[src/core/sccs_pkg.sv]
// Summary of operation
// RULE_01: Any reset boots on the internal oscillator.
// RULE_02: Internal oscillator usable at once, no settling.
// RULE_03: Reset pin low disables both oscillators.
// RULE_04: Source select: 0 internal, 1 external, anytime.
// RULE_05: External oscillator may run while unused.
// RULE_06: Missing clock enable arms the clock-loss reset.
// RULE_07: Clock-loss reset fires 100 to 500 us.
// RULE_08: Two unused internal bits read 00b.
// RULE_09: Ready flag shows internal oscillator at speed.
// RULE_10: Internal enable bit turns oscillator on, off.
// RULE_11: Frequency field picks 2, 4, 8, 16 MHz.
// RULE_12: Crystal valid flag reads stable crystal, mode 1xx.
// RULE_13: Software waits 1 ms before reading valid.
// RULE_14: Modes 00x: oscillator off, first pin grounded.
// RULE_15: Mode 010 direct CMOS clock, 011 halved.
// RULE_16: Modes 10x: RC or C oscillator, halved.
// RULE_17: Mode 110 crystal direct, 111 crystal halved.
// RULE_18: Reserved external bit ignores writes.
// RULE_19: Software matches frequency control to the network.
// RULE_20: Clock-loss reset sets its flag, else zero.
// RULE_21: Software switches to crystal after valid rises.
// RULE_22: Source change never makes shortened clock pulses.
package sccs_pkg;
    // Register addresses on the special function register bus.
    localparam logic [7:0] SCCS_ADDR_EXT_CTRL = 8'hB1;
    localparam logic [7:0] SCCS_ADDR_INT_CTRL = 8'hB2;
    // Reset values of the two control registers.
    localparam logic [7:0] SCCS_EXT_CTRL_RST = 8'h30;
    localparam logic [7:0] SCCS_INT_CTRL_RST = 8'h04;
    // Field positions of the internal oscillator control register.
    localparam int SCCS_INT_MCE_BIT = 7;
    localparam int SCCS_INT_RDY_BIT = 4;
    localparam int SCCS_INT_SEL_BIT = 3;
    localparam int SCCS_INT_EN_BIT = 2;
    localparam int SCCS_INT_FREQ_LSB = 0;
    // Field positions of the external oscillator control register.
    localparam int SCCS_EXT_VLD_BIT = 7;
    localparam int SCCS_EXT_MODE_LSB = 4;
    localparam int SCCS_EXT_FREQ_LSB = 0;
    // External oscillator mode codes.
    localparam logic [2:0] SCCS_MODE_OFF = 3'h0;
    localparam logic [2:0] SCCS_MODE_CMOS = 3'h2;
    localparam logic [2:0] SCCS_MODE_CMOS_DIV = 3'h3;
    localparam logic [2:0] SCCS_MODE_XTAL = 3'h6;
    // Timing of the missing clock detector.
    localparam int SCCS_CLK_MHZ = 100;
    localparam int SCCS_MCD_MIN_US = 100;
    localparam int SCCS_MCD_MAX_US = 500;
    localparam int SCCS_MCD_MIN_CYC = SCCS_MCD_MIN_US * SCCS_CLK_MHZ;
    localparam int SCCS_MCD_MAX_CYC = SCCS_MCD_MAX_US * SCCS_CLK_MHZ;
    // States of the glitch-free clock multiplexer.
    typedef enum logic [1:0] {
        SCCS_ST_INT,
        SCCS_ST_EXT,
        SCCS_ST_PARK
    } sccs_mux_state_t;
endpackage : sccs_pkg

[src/core/sccs_sync.sv]
`timescale 1ns/100ps
// Two flip-flop synchroniser for asynchronous levels.
module sccs_sync #(
    parameter int WIDTH = 1
) (
    // Clock and reset.
    input wire logic sys_clk,
    input wire logic rst_b,
    // Levels.
    input wire logic [WIDTH-1:0] async_in,
    output logic [WIDTH-1:0] sync_out
);
    logic [WIDTH-1:0] meta_q;

    // The first stage feeds only the second stage.
    always_ff @(posedge sys_clk) begin
        if (!rst_b) begin
            meta_q <= '0;
            sync_out <= '0;
        end else begin
            meta_q <= async_in;
            sync_out <= meta_q;
        end
    end
endmodule : sccs_sync

[src/core/sccs_div2.sv]
`timescale 1ns/100ps
// Divide-by-two stage working on a sampled clock level.
module sccs_div2 (
    // Clock and reset.
    input wire logic sys_clk,
    input wire logic rst_b,
    // Sampled source level and its halved copy.
    input wire logic clear,
    input wire logic src_lvl,
    output logic half_lvl
);
    logic prev_q;

    // Toggle on each rising edge; clear parks the stage low.
    always_ff @(posedge sys_clk) begin
        if (!rst_b || clear) begin
            prev_q <= 1'b0;
            half_lvl <= 1'b0;
        end else begin
            prev_q <= src_lvl;
            if (src_lvl && !prev_q) begin
                half_lvl <= !half_lvl;
            end
        end
    end
endmodule : sccs_div2

[src/core/sccs_clock_control.sv]
`timescale 1ns/100ps
// System clock source control: register file, source selection, divider,
// glitch-free multiplexing and missing clock detection.
module sccs_clock_control
    import sccs_pkg::*;
#(
    parameter int MCD_CYCLES = SCCS_MCD_MIN_CYC,
    parameter int MCD_WIDTH = 16
) (
    // Clock and reset.
    input wire logic sys_clk,
    input wire logic rst_b,
    // Special function register bus.
    input wire logic [7:0] sfr_addr,
    input wire logic sfr_wr,
    input wire logic sfr_rd,
    input wire logic [7:0] sfr_wdata,
    output logic [7:0] sfr_rdata_q,
    // External reset pin, active low, asynchronous.
    input wire logic rst_pin_b,
    // Oscillator sources and status from the analog circuits.
    input wire logic internal_osc_clk,
    input wire logic internal_osc_locked,
    input wire logic external_osc_clk,
    input wire logic crystal_stable,
    // Controls to the analog circuits.
    output logic internal_osc_on_q,
    output logic [1:0] internal_freq_select_q,
    output logic [2:0] external_osc_mode_q,
    output logic [2:0] external_freq_control_q,
    output logic crystal_pin_one_ground_q,
    // Selected system clock and the reset side.
    output logic system_clock_q,
    output logic missing_clock_reset_q,
    output logic missing_clock_reset_flag_q
);
    // Stored register fields.
    logic missing_clock_enable_q;
    logic clock_source_select_q;
    logic internal_osc_enable_q;
    logic [1:0] internal_freq_select_f_q;
    logic [2:0] external_osc_mode_f_q;
    logic [2:0] external_freq_control_f_q;

    // Synchronised inputs.
    logic pin_ok;
    logic int_clk_s;
    logic int_locked_s;
    logic ext_clk_s;
    logic xtal_stable_s;

    // Derived source levels.
    logic int_lvl;
    logic ext_raw_lvl;
    logic ext_half_lvl;
    logic ext_lvl;
    logic ext_divided;
    logic ext_running;

    // Read-only flags as software sees them.
    logic internal_freq_ready;
    logic crystal_valid_flag;

    // Multiplexer and detector state.
    sccs_mux_state_t mux_q;
    sccs_mux_state_t mux_d;
    logic sysclk_d;
    logic sysclk_prev_q;
    logic [MCD_WIDTH-1:0] mcd_count_q;
    logic rst_seen_q;
    logic wr_int;
    logic wr_ext;

    // Cycle count of the detector timeout, taken from MCD_CYCLES without a check against the legal window.
    localparam logic [MCD_WIDTH-1:0] MCD_LIMIT = MCD_WIDTH'(MCD_CYCLES - 1);

    // Every pin and analog level is brought into the clock domain first.
    sccs_sync #(
        .WIDTH(5)
    ) u_sync (
        .sys_clk(sys_clk),
        .rst_b(rst_b),
        .async_in({rst_pin_b, internal_osc_clk, internal_osc_locked,
            external_osc_clk, crystal_stable}),
        .sync_out({pin_ok, int_clk_s, int_locked_s, ext_clk_s, xtal_stable_s})
    );

    // Write strobes for the two registers; other addresses are not ours.
    assign wr_int = sfr_wr && (sfr_addr == SCCS_ADDR_INT_CTRL);
    assign wr_ext = sfr_wr && (sfr_addr == SCCS_ADDR_EXT_CTRL);

    // Internal oscillator control register. The ready flag and the two
    // unused bits are not stored, so writes to them have no effect.
    always_ff @(posedge sys_clk) begin
        if (!rst_b) begin
            missing_clock_enable_q <= SCCS_INT_CTRL_RST[SCCS_INT_MCE_BIT];
            clock_source_select_q <= SCCS_INT_CTRL_RST[SCCS_INT_SEL_BIT]; // RULE_01
            internal_osc_enable_q <= SCCS_INT_CTRL_RST[SCCS_INT_EN_BIT];
            internal_freq_select_f_q <= SCCS_INT_CTRL_RST[SCCS_INT_FREQ_LSB +: 2];
        end else if (wr_int) begin
            missing_clock_enable_q <= sfr_wdata[SCCS_INT_MCE_BIT]; // RULE_06
            clock_source_select_q <= sfr_wdata[SCCS_INT_SEL_BIT]; // RULE_04
            internal_osc_enable_q <= sfr_wdata[SCCS_INT_EN_BIT]; // RULE_10
            internal_freq_select_f_q <= sfr_wdata[SCCS_INT_FREQ_LSB +: 2]; // RULE_11
        end
    end

    // External oscillator control register. The valid flag and the
    // reserved bit are not stored; the reserved bit drops every write.
    always_ff @(posedge sys_clk) begin
        if (!rst_b) begin
            external_osc_mode_f_q <= SCCS_EXT_CTRL_RST[SCCS_EXT_MODE_LSB +: 3];
            external_freq_control_f_q <= SCCS_EXT_CTRL_RST[SCCS_EXT_FREQ_LSB +: 3];
        end else if (wr_ext) begin
            external_osc_mode_f_q <= sfr_wdata[SCCS_EXT_MODE_LSB +: 3];
            external_freq_control_f_q <= sfr_wdata[SCCS_EXT_FREQ_LSB +: 3]; // RULE_18
        end
    end

    // The internal source is live only while enabled and the reset pin is
    // high. No start-up count is applied: the first edge is used at once.
    assign int_lvl = pin_ok && internal_osc_enable_q && int_clk_s; // RULE_02 RULE_03

    // While the reset pin is high the external circuit runs in every mode except 00x,
    // whichever source feeds the system clock, so it can be warmed up before a switch.
    assign ext_running = pin_ok && (external_osc_mode_f_q[2:1] != 2'b00); // RULE_05 RULE_14
    assign ext_raw_lvl = ext_running && ext_clk_s;

    // Mode 010 and 110 pass the source directly; 011, 10x and 111 halve it.
    assign ext_divided = (external_osc_mode_f_q == SCCS_MODE_CMOS_DIV)
        || (external_osc_mode_f_q[2:1] == 2'b10) // RULE_16
        || (external_osc_mode_f_q == (SCCS_MODE_XTAL | 3'h1)); // RULE_17 RULE_15

    // The divider is cleared while the oscillator is off so that a new
    // start always begins with a full low phase.
    sccs_div2 u_div2 (
        .sys_clk(sys_clk),
        .rst_b(rst_b),
        .clear(!ext_running),
        .src_lvl(ext_raw_lvl),
        .half_lvl(ext_half_lvl)
    );

    assign ext_lvl = ext_divided ? ext_half_lvl : ext_raw_lvl; // RULE_15 RULE_17

    // The ready flag needs both the enable and the lock report from the
    // analog part; the lock is lost while the pin holds the part in reset.
    assign internal_freq_ready = pin_ok && internal_osc_enable_q && int_locked_s; // RULE_09

    // The crystal flag is only defined in modes 1xx; elsewhere it reads 0.
    assign crystal_valid_flag = ext_running && external_osc_mode_f_q[2]
        && xtal_stable_s; // RULE_12

    // Glitch-free multiplexer. On a change of select the output waits
    // until the old source is low, holds low until the new source is low
    // too, and only then follows the new source. Neither a high nor a low
    // phase is cut short, at the cost of up to one period of each source.
    always_comb begin
        mux_d = mux_q;
        sysclk_d = 1'b0;
        case (mux_q)
            SCCS_ST_INT: begin
                sysclk_d = int_lvl;
                if (clock_source_select_q && !int_lvl) begin
                    mux_d = SCCS_ST_PARK; // RULE_22
                    sysclk_d = 1'b0;
                end
            end
            SCCS_ST_EXT: begin
                sysclk_d = ext_lvl;
                if (!clock_source_select_q && !ext_lvl) begin
                    mux_d = SCCS_ST_PARK; // RULE_22
                    sysclk_d = 1'b0;
                end
            end
            SCCS_ST_PARK: begin
                if (clock_source_select_q && !ext_lvl) begin
                    mux_d = SCCS_ST_EXT; // RULE_04
                end else if (!clock_source_select_q && !int_lvl) begin
                    mux_d = SCCS_ST_INT; // RULE_04
                end
            end
            default: begin
                mux_d = SCCS_ST_INT;
            end
        endcase
    end

    // Any reset returns the multiplexer to the internal source directly.
    always_ff @(posedge sys_clk) begin
        if (!rst_b) begin
            mux_q <= SCCS_ST_INT; // RULE_01
            system_clock_q <= 1'b0;
            sysclk_prev_q <= 1'b0;
        end else begin
            mux_q <= mux_d;
            system_clock_q <= sysclk_d;
            sysclk_prev_q <= system_clock_q;
        end
    end

    // Missing clock detector: a one-shot retriggered by each rising edge of
    // the system clock. Once it times out the request stays up until the
    // reset it asks for arrives.
    always_ff @(posedge sys_clk) begin
        if (!rst_b) begin
            mcd_count_q <= '0;
            missing_clock_reset_q <= 1'b0;
        end else if (!missing_clock_enable_q) begin
            mcd_count_q <= '0; // RULE_06
        end else if (system_clock_q && !sysclk_prev_q) begin
            mcd_count_q <= '0;
        end else if (mcd_count_q == MCD_LIMIT) begin
            missing_clock_reset_q <= 1'b1; // RULE_07
        end else begin
            mcd_count_q <= mcd_count_q + MCD_WIDTH'(1);
        end
    end

    // Reset source flag. It is taken in the first cycle of every reset,
    // so it shows 1 only when this detector caused that reset, and it
    // survives the reset itself so software can read it afterwards.
    // A flag read before the very first reset after power-up is undefined.
    always_ff @(posedge sys_clk) begin
        if (!rst_b) begin
            rst_seen_q <= 1'b1;
            if (!rst_seen_q) begin
                missing_clock_reset_flag_q <= missing_clock_reset_q; // RULE_20
            end
        end else begin
            rst_seen_q <= 1'b0;
        end
    end

    // Controls to the analog circuits. The pin level forces both
    // oscillators off; the stored fields are not disturbed by it.
    always_ff @(posedge sys_clk) begin
        if (!rst_b) begin
            internal_osc_on_q <= 1'b0;
            internal_freq_select_q <= SCCS_INT_CTRL_RST[SCCS_INT_FREQ_LSB +: 2];
            external_osc_mode_q <= SCCS_MODE_OFF;
            external_freq_control_q <= SCCS_EXT_CTRL_RST[SCCS_EXT_FREQ_LSB +: 3];
            crystal_pin_one_ground_q <= 1'b1;
        end else begin
            internal_osc_on_q <= pin_ok && internal_osc_enable_q; // RULE_03 RULE_10
            internal_freq_select_q <= internal_freq_select_f_q; // RULE_11
            external_osc_mode_q <= pin_ok ? external_osc_mode_f_q : SCCS_MODE_OFF; // RULE_03
            external_freq_control_q <= external_freq_control_f_q;
            crystal_pin_one_ground_q <= !ext_running; // RULE_14
        end
    end

    // Read data, registered one cycle after the read strobe. Unused and
    // reserved bits read as zero; other addresses return zero.
    always_ff @(posedge sys_clk) begin
        if (!rst_b) begin
            sfr_rdata_q <= 8'h00;
        end else if (sfr_rd) begin
            sfr_rdata_q <= 8'h00; // RULE_08
            if (sfr_addr == SCCS_ADDR_INT_CTRL) begin
                sfr_rdata_q[SCCS_INT_MCE_BIT] <= missing_clock_enable_q;
                sfr_rdata_q[SCCS_INT_RDY_BIT] <= internal_freq_ready; // RULE_09
                sfr_rdata_q[SCCS_INT_SEL_BIT] <= clock_source_select_q;
                sfr_rdata_q[SCCS_INT_EN_BIT] <= internal_osc_enable_q;
                sfr_rdata_q[SCCS_INT_FREQ_LSB +: 2] <= internal_freq_select_f_q;
            end else if (sfr_addr == SCCS_ADDR_EXT_CTRL) begin
                sfr_rdata_q[SCCS_EXT_VLD_BIT] <= crystal_valid_flag; // RULE_12
                sfr_rdata_q[SCCS_EXT_MODE_LSB +: 3] <= external_osc_mode_f_q;
                sfr_rdata_q[SCCS_EXT_FREQ_LSB +: 3] <= external_freq_control_f_q;
            end
        end
    end
endmodule : sccs_clock_control

[config.mk]
export PLATFORM = sky130hd
export DESIGN_NAME = sccs_clock_control
export DESIGN_NICKNAME = d
export VERILOG_FILES = /design/src/core/sccs_pkg.sv /design/src/core/sccs_sync.sv /design/src/core/sccs_div2.sv /design/src/core/sccs_clock_control.sv
export SDC_FILE = /design/constraint.sdc
export NUM_CORES = 1
export LEC_CHECK = 0
export BUFFER_PORTS_ARGS = -buffer_cell sky130_fd_sc_hd__buf_2
export CORE_ASPECT_RATIO = 1.4
export CORE_MARGIN = 2
export CORE_UTILIZATION = 50
export CTS_CLUSTER_SIZE = 10
export DETAILED_ROUTE_END_ITERATION = 7
export PLACE_DENSITY = 0.73
export SYNTH_ARGS = -nofsm -noshare
export SYNTH_HDL_FRONTEND = slang
export SYNTH_SLANG_ARGS = --single-unit
[constraint.sdc]
create_clock -name sys_clk -period 2.55 [get_ports sys_clk]
set_input_delay 0.255 -clock sys_clk [delete_from_list [all_inputs] [get_ports sys_clk]]
set_output_delay 0.255 -clock sys_clk [all_outputs]
set_load 0.005 [all_outputs]
# --- Yosys cells after proc, flatten, opt, wreduce, memory -nomap -nowiden ---
# Index checks and enable logic that the tools add are counted.
totals:
  register_bits: 64
  inputBits: 25
  wordCells: 89
classes:
  add_sub_neg: 1
  eq_ne: 11
  muxes: 17
  bitwise: 4
  reduce_logical: 33
ops:
  columns: ["op", "n"]
  rows:
  - ["16-bit by 1-bit adder with 16-bit output (second input constant)", 1]
  - ["16-bit by 14-bit == test with 1-bit output (second input constant)", 1]
  - ["8-bit == test (second input constant)", 2]
  - ["1-bit logical AND", 15]
  - ["2-bit 2-to-1 mux", 5]
  - ["1-bit logical NOT", 8]
  - ["1-bit 2-to-1 mux", 7]
  - ["3-bit 2-to-1 mux", 2]
  - ["2-bit one-hot mux with 3 select lines", 1]
  - ["3-bit AND reduction", 2]
  - ["2-bit == test (second input constant)", 2]
  - ["4-bit 2-to-1 mux", 1]
  - ["2-bit inequality test (second input constant)", 2]
  - ["1-bit inverter", 4]
  - ["2-bit AND reduction", 2]
  - ["3-bit by 2-bit == test with 1-bit output (second input constant)", 1]
  - ["3-bit == test (second input constant)", 1]
  - ["1-bit logical OR", 3]
  - ["3-bit inequality test (second input constant)", 1]
  - ["3-bit OR reduction", 1]
  - ["2-bit by 1-bit == test with 1-bit output (second input constant)", 1]
  - ["2-bit logical NOT", 1]
  - ["1-bit one-hot mux with 2 select lines", 1]
  - ["2-bit nonzero test", 1]

# --- Depth between registers and ports, before layout ---
depth:
  depth_word: 8
  ltp_mapped: 5
  ltp_nobuf: 5

# --- By module ---
# A second synthesis with hierarchy kept.
hier_totals:
  hier_cells: 263
  hier_area_um2: 2516.2
modules_own_cells:
  columns: ["module", "n_inst", "cells_each", "area_per_inst_um2", "seq_area_each_um2"]
  rows:
  - ["sccs_clock_control", 1, 237, 2168.3, 1051.0]
  - ["sccs_sync", 1, 20, 262.8, 200.2]
  - ["sccs_div2", 1, 6, 85.1, 40.0]

# --- Worst setup path after synthesis ---
# No wires, ideal clock.
synth_timing:
  kind: "reg2reg"
  from: "register mcd_count_q[0]"
  to: "register mcd_count_q[14]"
  setup_time_ns: 0.071
  arrival_time_ns: 1.427
  t_required_ns: 2.479
  setup_slack_ns: 1.053
  stages_incl_launch_ff: 5
  n_path_buf: 0
  synth_period_minus_slack_ns: 1.497
  path_cell_list: "dfxtp_1 -> ha_1 -> nand3_1 -> or4_1 -> a21oi_1"
synth_between:
  elab_chain_cells: 1
synth_rtl:
  columns: ["element", "line", "text"]
  rows:
  - ["start: declaration", "sccs_clock_control.sv:69", "logic [MCD_WIDTH-1:0] mcd_count_q;"]
  - ["start signal: assignment", "sccs_clock_control.sv:216", "mcd_count_q <= mcd_count_q + MCD_WIDTH'(1);"]
  - ["16-bit by 1-bit adder with 16-bit output / 16-bit by 14-bit == test with 1-bit output (equally long branches)", "sccs_clock_control.sv:216, sccs_clock_control.sv:213", null]
# Several ways; a longest one is shown, not always the timed one.
# A chain may end at the register's enable or synchronous reset.

# --- Worst setup path in the final report ---
layout_timing:
  from: "register mcd_count_q[0]"
  to: "register mcd_count_q[4]"
# Same word-level chain as after synthesis.

==> results_dict.tcl <==
set metrics [dict create \
    synth_fp_nets 287 \
    vias 1902 \
    post-route-util_pct 61.2 \
    grt_overflow 0 \
    dp_hpwl_mm 3.36 \
    clock_skew_ns 0.00811 \
    place.gp.congestion 0.822 \
    ys_ff_latch 64 \
    synth_ff_type "dfxtp_1" \
    rows 30 \
    num-fill-cells 428 \
    crit_family "simple AND/OR/NAND/NOR gates" \
    antenna_left 0 \
    start_util_pct 51.3 \
    grtUsageMet3_pct 4.55 \
    r2r_slack_ns 0.81 \
    reg2regPathDepth 5 \
    cts.sinks 64 \
    ys_async_sr_fraction_pct 0 \
    clock.fmax_mhz 575 \
    synth_top_area_share_pct 51.5 \
    critPathBufInv 0 \
    drc 0 \
    synth.mux.area_fraction_pct 2.86 \
    design.core.area_um2 4770 \
    ios 46 \
    hold_buffers 0 \
    multiInputGateArea_um2 1090 \
    clk_transition_reported_paths_ns 0.07 \
    synth_xor_area_share_pct 3.22 \
    timing.rr.start "mcd_count_q[0]" \
    synth-compound-area-share_pct 9.41 \
    grt.busiest_layer "met2" \
    fin_crit_sh_pct 68.2 \
    synth_top_area_cell "dfxtp_1" \
    insertedDiodeCount 0 \
    dieArea_um2 5480 \
    layout.nets 331 \
    first_global_vias 1780 \
    die_width_um 63.1 \
    antenna_found_initial 0 \
    grt.total_usage_pct 18.6 \
    worstSetupEndpoint "mcd_count_q[4]" \
    post_cts_resized 0 \
    numCtsBuffers 9 \
    ys_top_cells_by_area "dfxtp_1, and2_1, nand2_1, mux2i_1, a21oi_1" \
    power.density_nw_per_um2 672 \
    drt-pass1-iter-count 4 \
    hold_path_class "input port to register" \
    worstSetupStartpoint "mcd_count_q[0]" \
    ys_types 40 \
    crit_required_ns 2.78 \
    cpPeakStageDelay_ns 0.40 \
    cts_setup_buffers 0 \
    avgSynthCellArea_um2 9.38 \
    yosys_warnings 0 \
    use_met2_pct 33.1 \
    synth_area_um2 2450 \
    tightest_slew_ns 0.572 \
    relSlewSlack_pct 61.8 \
    outcome "finished, final reports clean" \
    finalSetupViolCount 0 \
    wl_per_cell_um 12.4 \
    drt_iter0_drc 77 \
    areaGrowthSynthToFinish_pct 19.2 \
    hold_viol_final 0 \
    clk_latency_ns 0.34 \
    start_kind "register" \
    ys_seq_area_share_pct 52.8 \
    drive_gt1_share_pct 21.0 \
    cp.arrival_ns 1.97 \
    vias_per_cell 5.09 \
    grt_max_degree 36 \
    synth_edf_count 1 \
    fin_setup_tns_ns 0 \
    fin_hold_ws_ns 0.118 \
    synth_top_family_by_area "simple AND/OR/NAND/NOR gates" \
    cts_htree_levels 3 \
    drv_slew 0 \
    setup.worst_path.class "register to register" \
    root_buffer "clkbuf_8" \
    rsz0062_at_grt "no" \
    grt_pass1_wl_mm 7.90 \
    grtUsageMet1_pct 20.4 \
    cp_max_fo 9 \
    post-route-min-period_ns 1.74 \
    die_h_um 86.8 \
    io_buffer_count 45 \
    seqCellArea_um2 1290 \
    synthCells 261 \
    routed_wl_mm 4.65 \
    r2r-end "mcd_count_q[4]" \
    final_cell_mix "dfxtp_1, buf_2, nand2_1" \
    cap_violations 0 \
    leakage_uw 0.00121 \
    ctsLongestPathBuffers 2 \
    cts_tree "yes" \
    ir_drop_uv 507 \
    synth-simple-area-share_pct 28.5 \
    critical_path.endpoint_type "register" \
    cp_slowest_cell "dfxtp_1" \
    cp_num_cells 5 \
    layout_commonest_cell "dfxtp_1" \
    worstPathCellList "ha_1 > nand3_1 > nor3_1 > nand2_1 > and3_1" \
    synthAdderAreaFrac_pct 0.511 \
]
[state kept, by name, summed over array words and instances, names as in the netlist]
signal and count:
u_div2.half_lvl 1, internal_freq_select_f_q 2, missing_clock_reset_q 1, u_sync.sync_out 5, mcd_count_q 16, missing_clock_enable_q 1, internal_osc_on_q 1, mux_q 2
internal_osc_enable_q 1, internal_freq_select_q 2, external_freq_control_f_q 3, external_freq_control_q 3, clock_source_select_q 1, missing_clock_reset_flag_q 1, u_div2.prev_q 1, sfr_rdata_q 8
crystal_pin_one_ground_q 1, external_osc_mode_q 3, rst_seen_q 1, system_clock_q 1, u_sync.meta_q 5, external_osc_mode_f_q 3, sysclk_prev_q 1
[where the power goes]
part | internal [µW] | leakage, µW | switching, µW
Combinational | 26.2 | 0.000576 | 29.3
Sequential | 1010 | 0.000520 | 3.83
Clock | 528 | 0.000109 | 359
Total | 1570 | 0.00121 | 393
[cell usage after synthesis (2+ instances only)]
| library cell | n |
|---|---|
| a211oi_1 | 2 |
| a21o_1 | 2 |
| a21oi_1 | 13 |
| a22o_1 | 5 |
| and2_1 | 18 |
| and3_1 | 7 |
| and4_1 | 2 |
| clkbuf_1 | 12 |
| dfxtp_1 | 63 |
| inv_1 | 6 |
| mux2i_1 | 7 |
| nand2_1 | 24 |
| nand2b_1 | 9 |
| nand3_1 | 13 |
| nand3b_1 | 2 |
| nand4_1 | 10 |
| nand4b_1 | 2 |
| nor2_1 | 17 |
| nor2b_1 | 3 |
| nor3_1 | 4 |
| nor4_1 | 2 |
| o211ai_1 | 2 |
| o21ai_0 | 8 |
| or3_1 | 5 |
| xnor2_1 | 6 |
| xor2_1 | 3 |
[logic make-up after synthesis]
group / after synthesis
multiplexers: 7
buffers and inverters: 18
AO/OA/AOI/OAI: 37
adder cells (fa/ha/maj): 1
XOR/XNOR: 9
flip-flops: 64
AND/OR/NAND/NOR: 125
[routing by layer]
layer | up-vias | wire, µm
li1 | 996 | -
met4 | 0 | 97
met5 | - | 0
met3 | 8 | 181
met2 | 36 | 2400
met1 | 862 | 1980
[worst min-delay path by stage]
stage	startpoint	endpoint	slack [ns]	depth (start not counted)
4_1_cts	external_osc_clk	u_sync.meta_q[1]	0.11	2
5_1_grt	rst_pin_b	u_sync.meta_q[4]	0.11	2
3_3_place_gp	u_sync.meta_q[1]	u_sync.sync_out[1]	0.41	1
3_5_place_dp	u_sync.meta_q[4]	u_sync.sync_out[4]	0.42	1
2_1_floorplan	sfr_wdata[4]	external_osc_mode_f_q[0]	0.38	2
6_report	rst_pin_b	u_sync.meta_q[4]	0.12	2
[through the flow]
stage                     worst slack [ns]  std cells  total power (µW)  area (µm²)
after floorplan                       1.05        261              1070        2450
after global placement               0.831        358              1090        2710
after detailed placement             0.797        358              1100        2710
after CTS                            0.821        374              1980        2920
after global routing                 0.564        374              2040        2920
final                                0.810        374              1960        2920
[cell type report]
class,instances,area share (%)
clock buffers,13,5.79
clock inverters,3,1.37
inverters,6,0.772
multi-input cells,179,37.3
flip-flops and latches,64,44.3
well taps,64,2.75
repair buffers,45,7.72
[worst register-to-register path, delay by kind of cell, from the launching register on]
family / cells / cell delay [ns]
and+or+nand+nor: 4 / 1.02
adders and majority gates: 1 / 0.21
DFF: 1 / 0.40
Note: power is estimated with default switching activity, not from simulation.
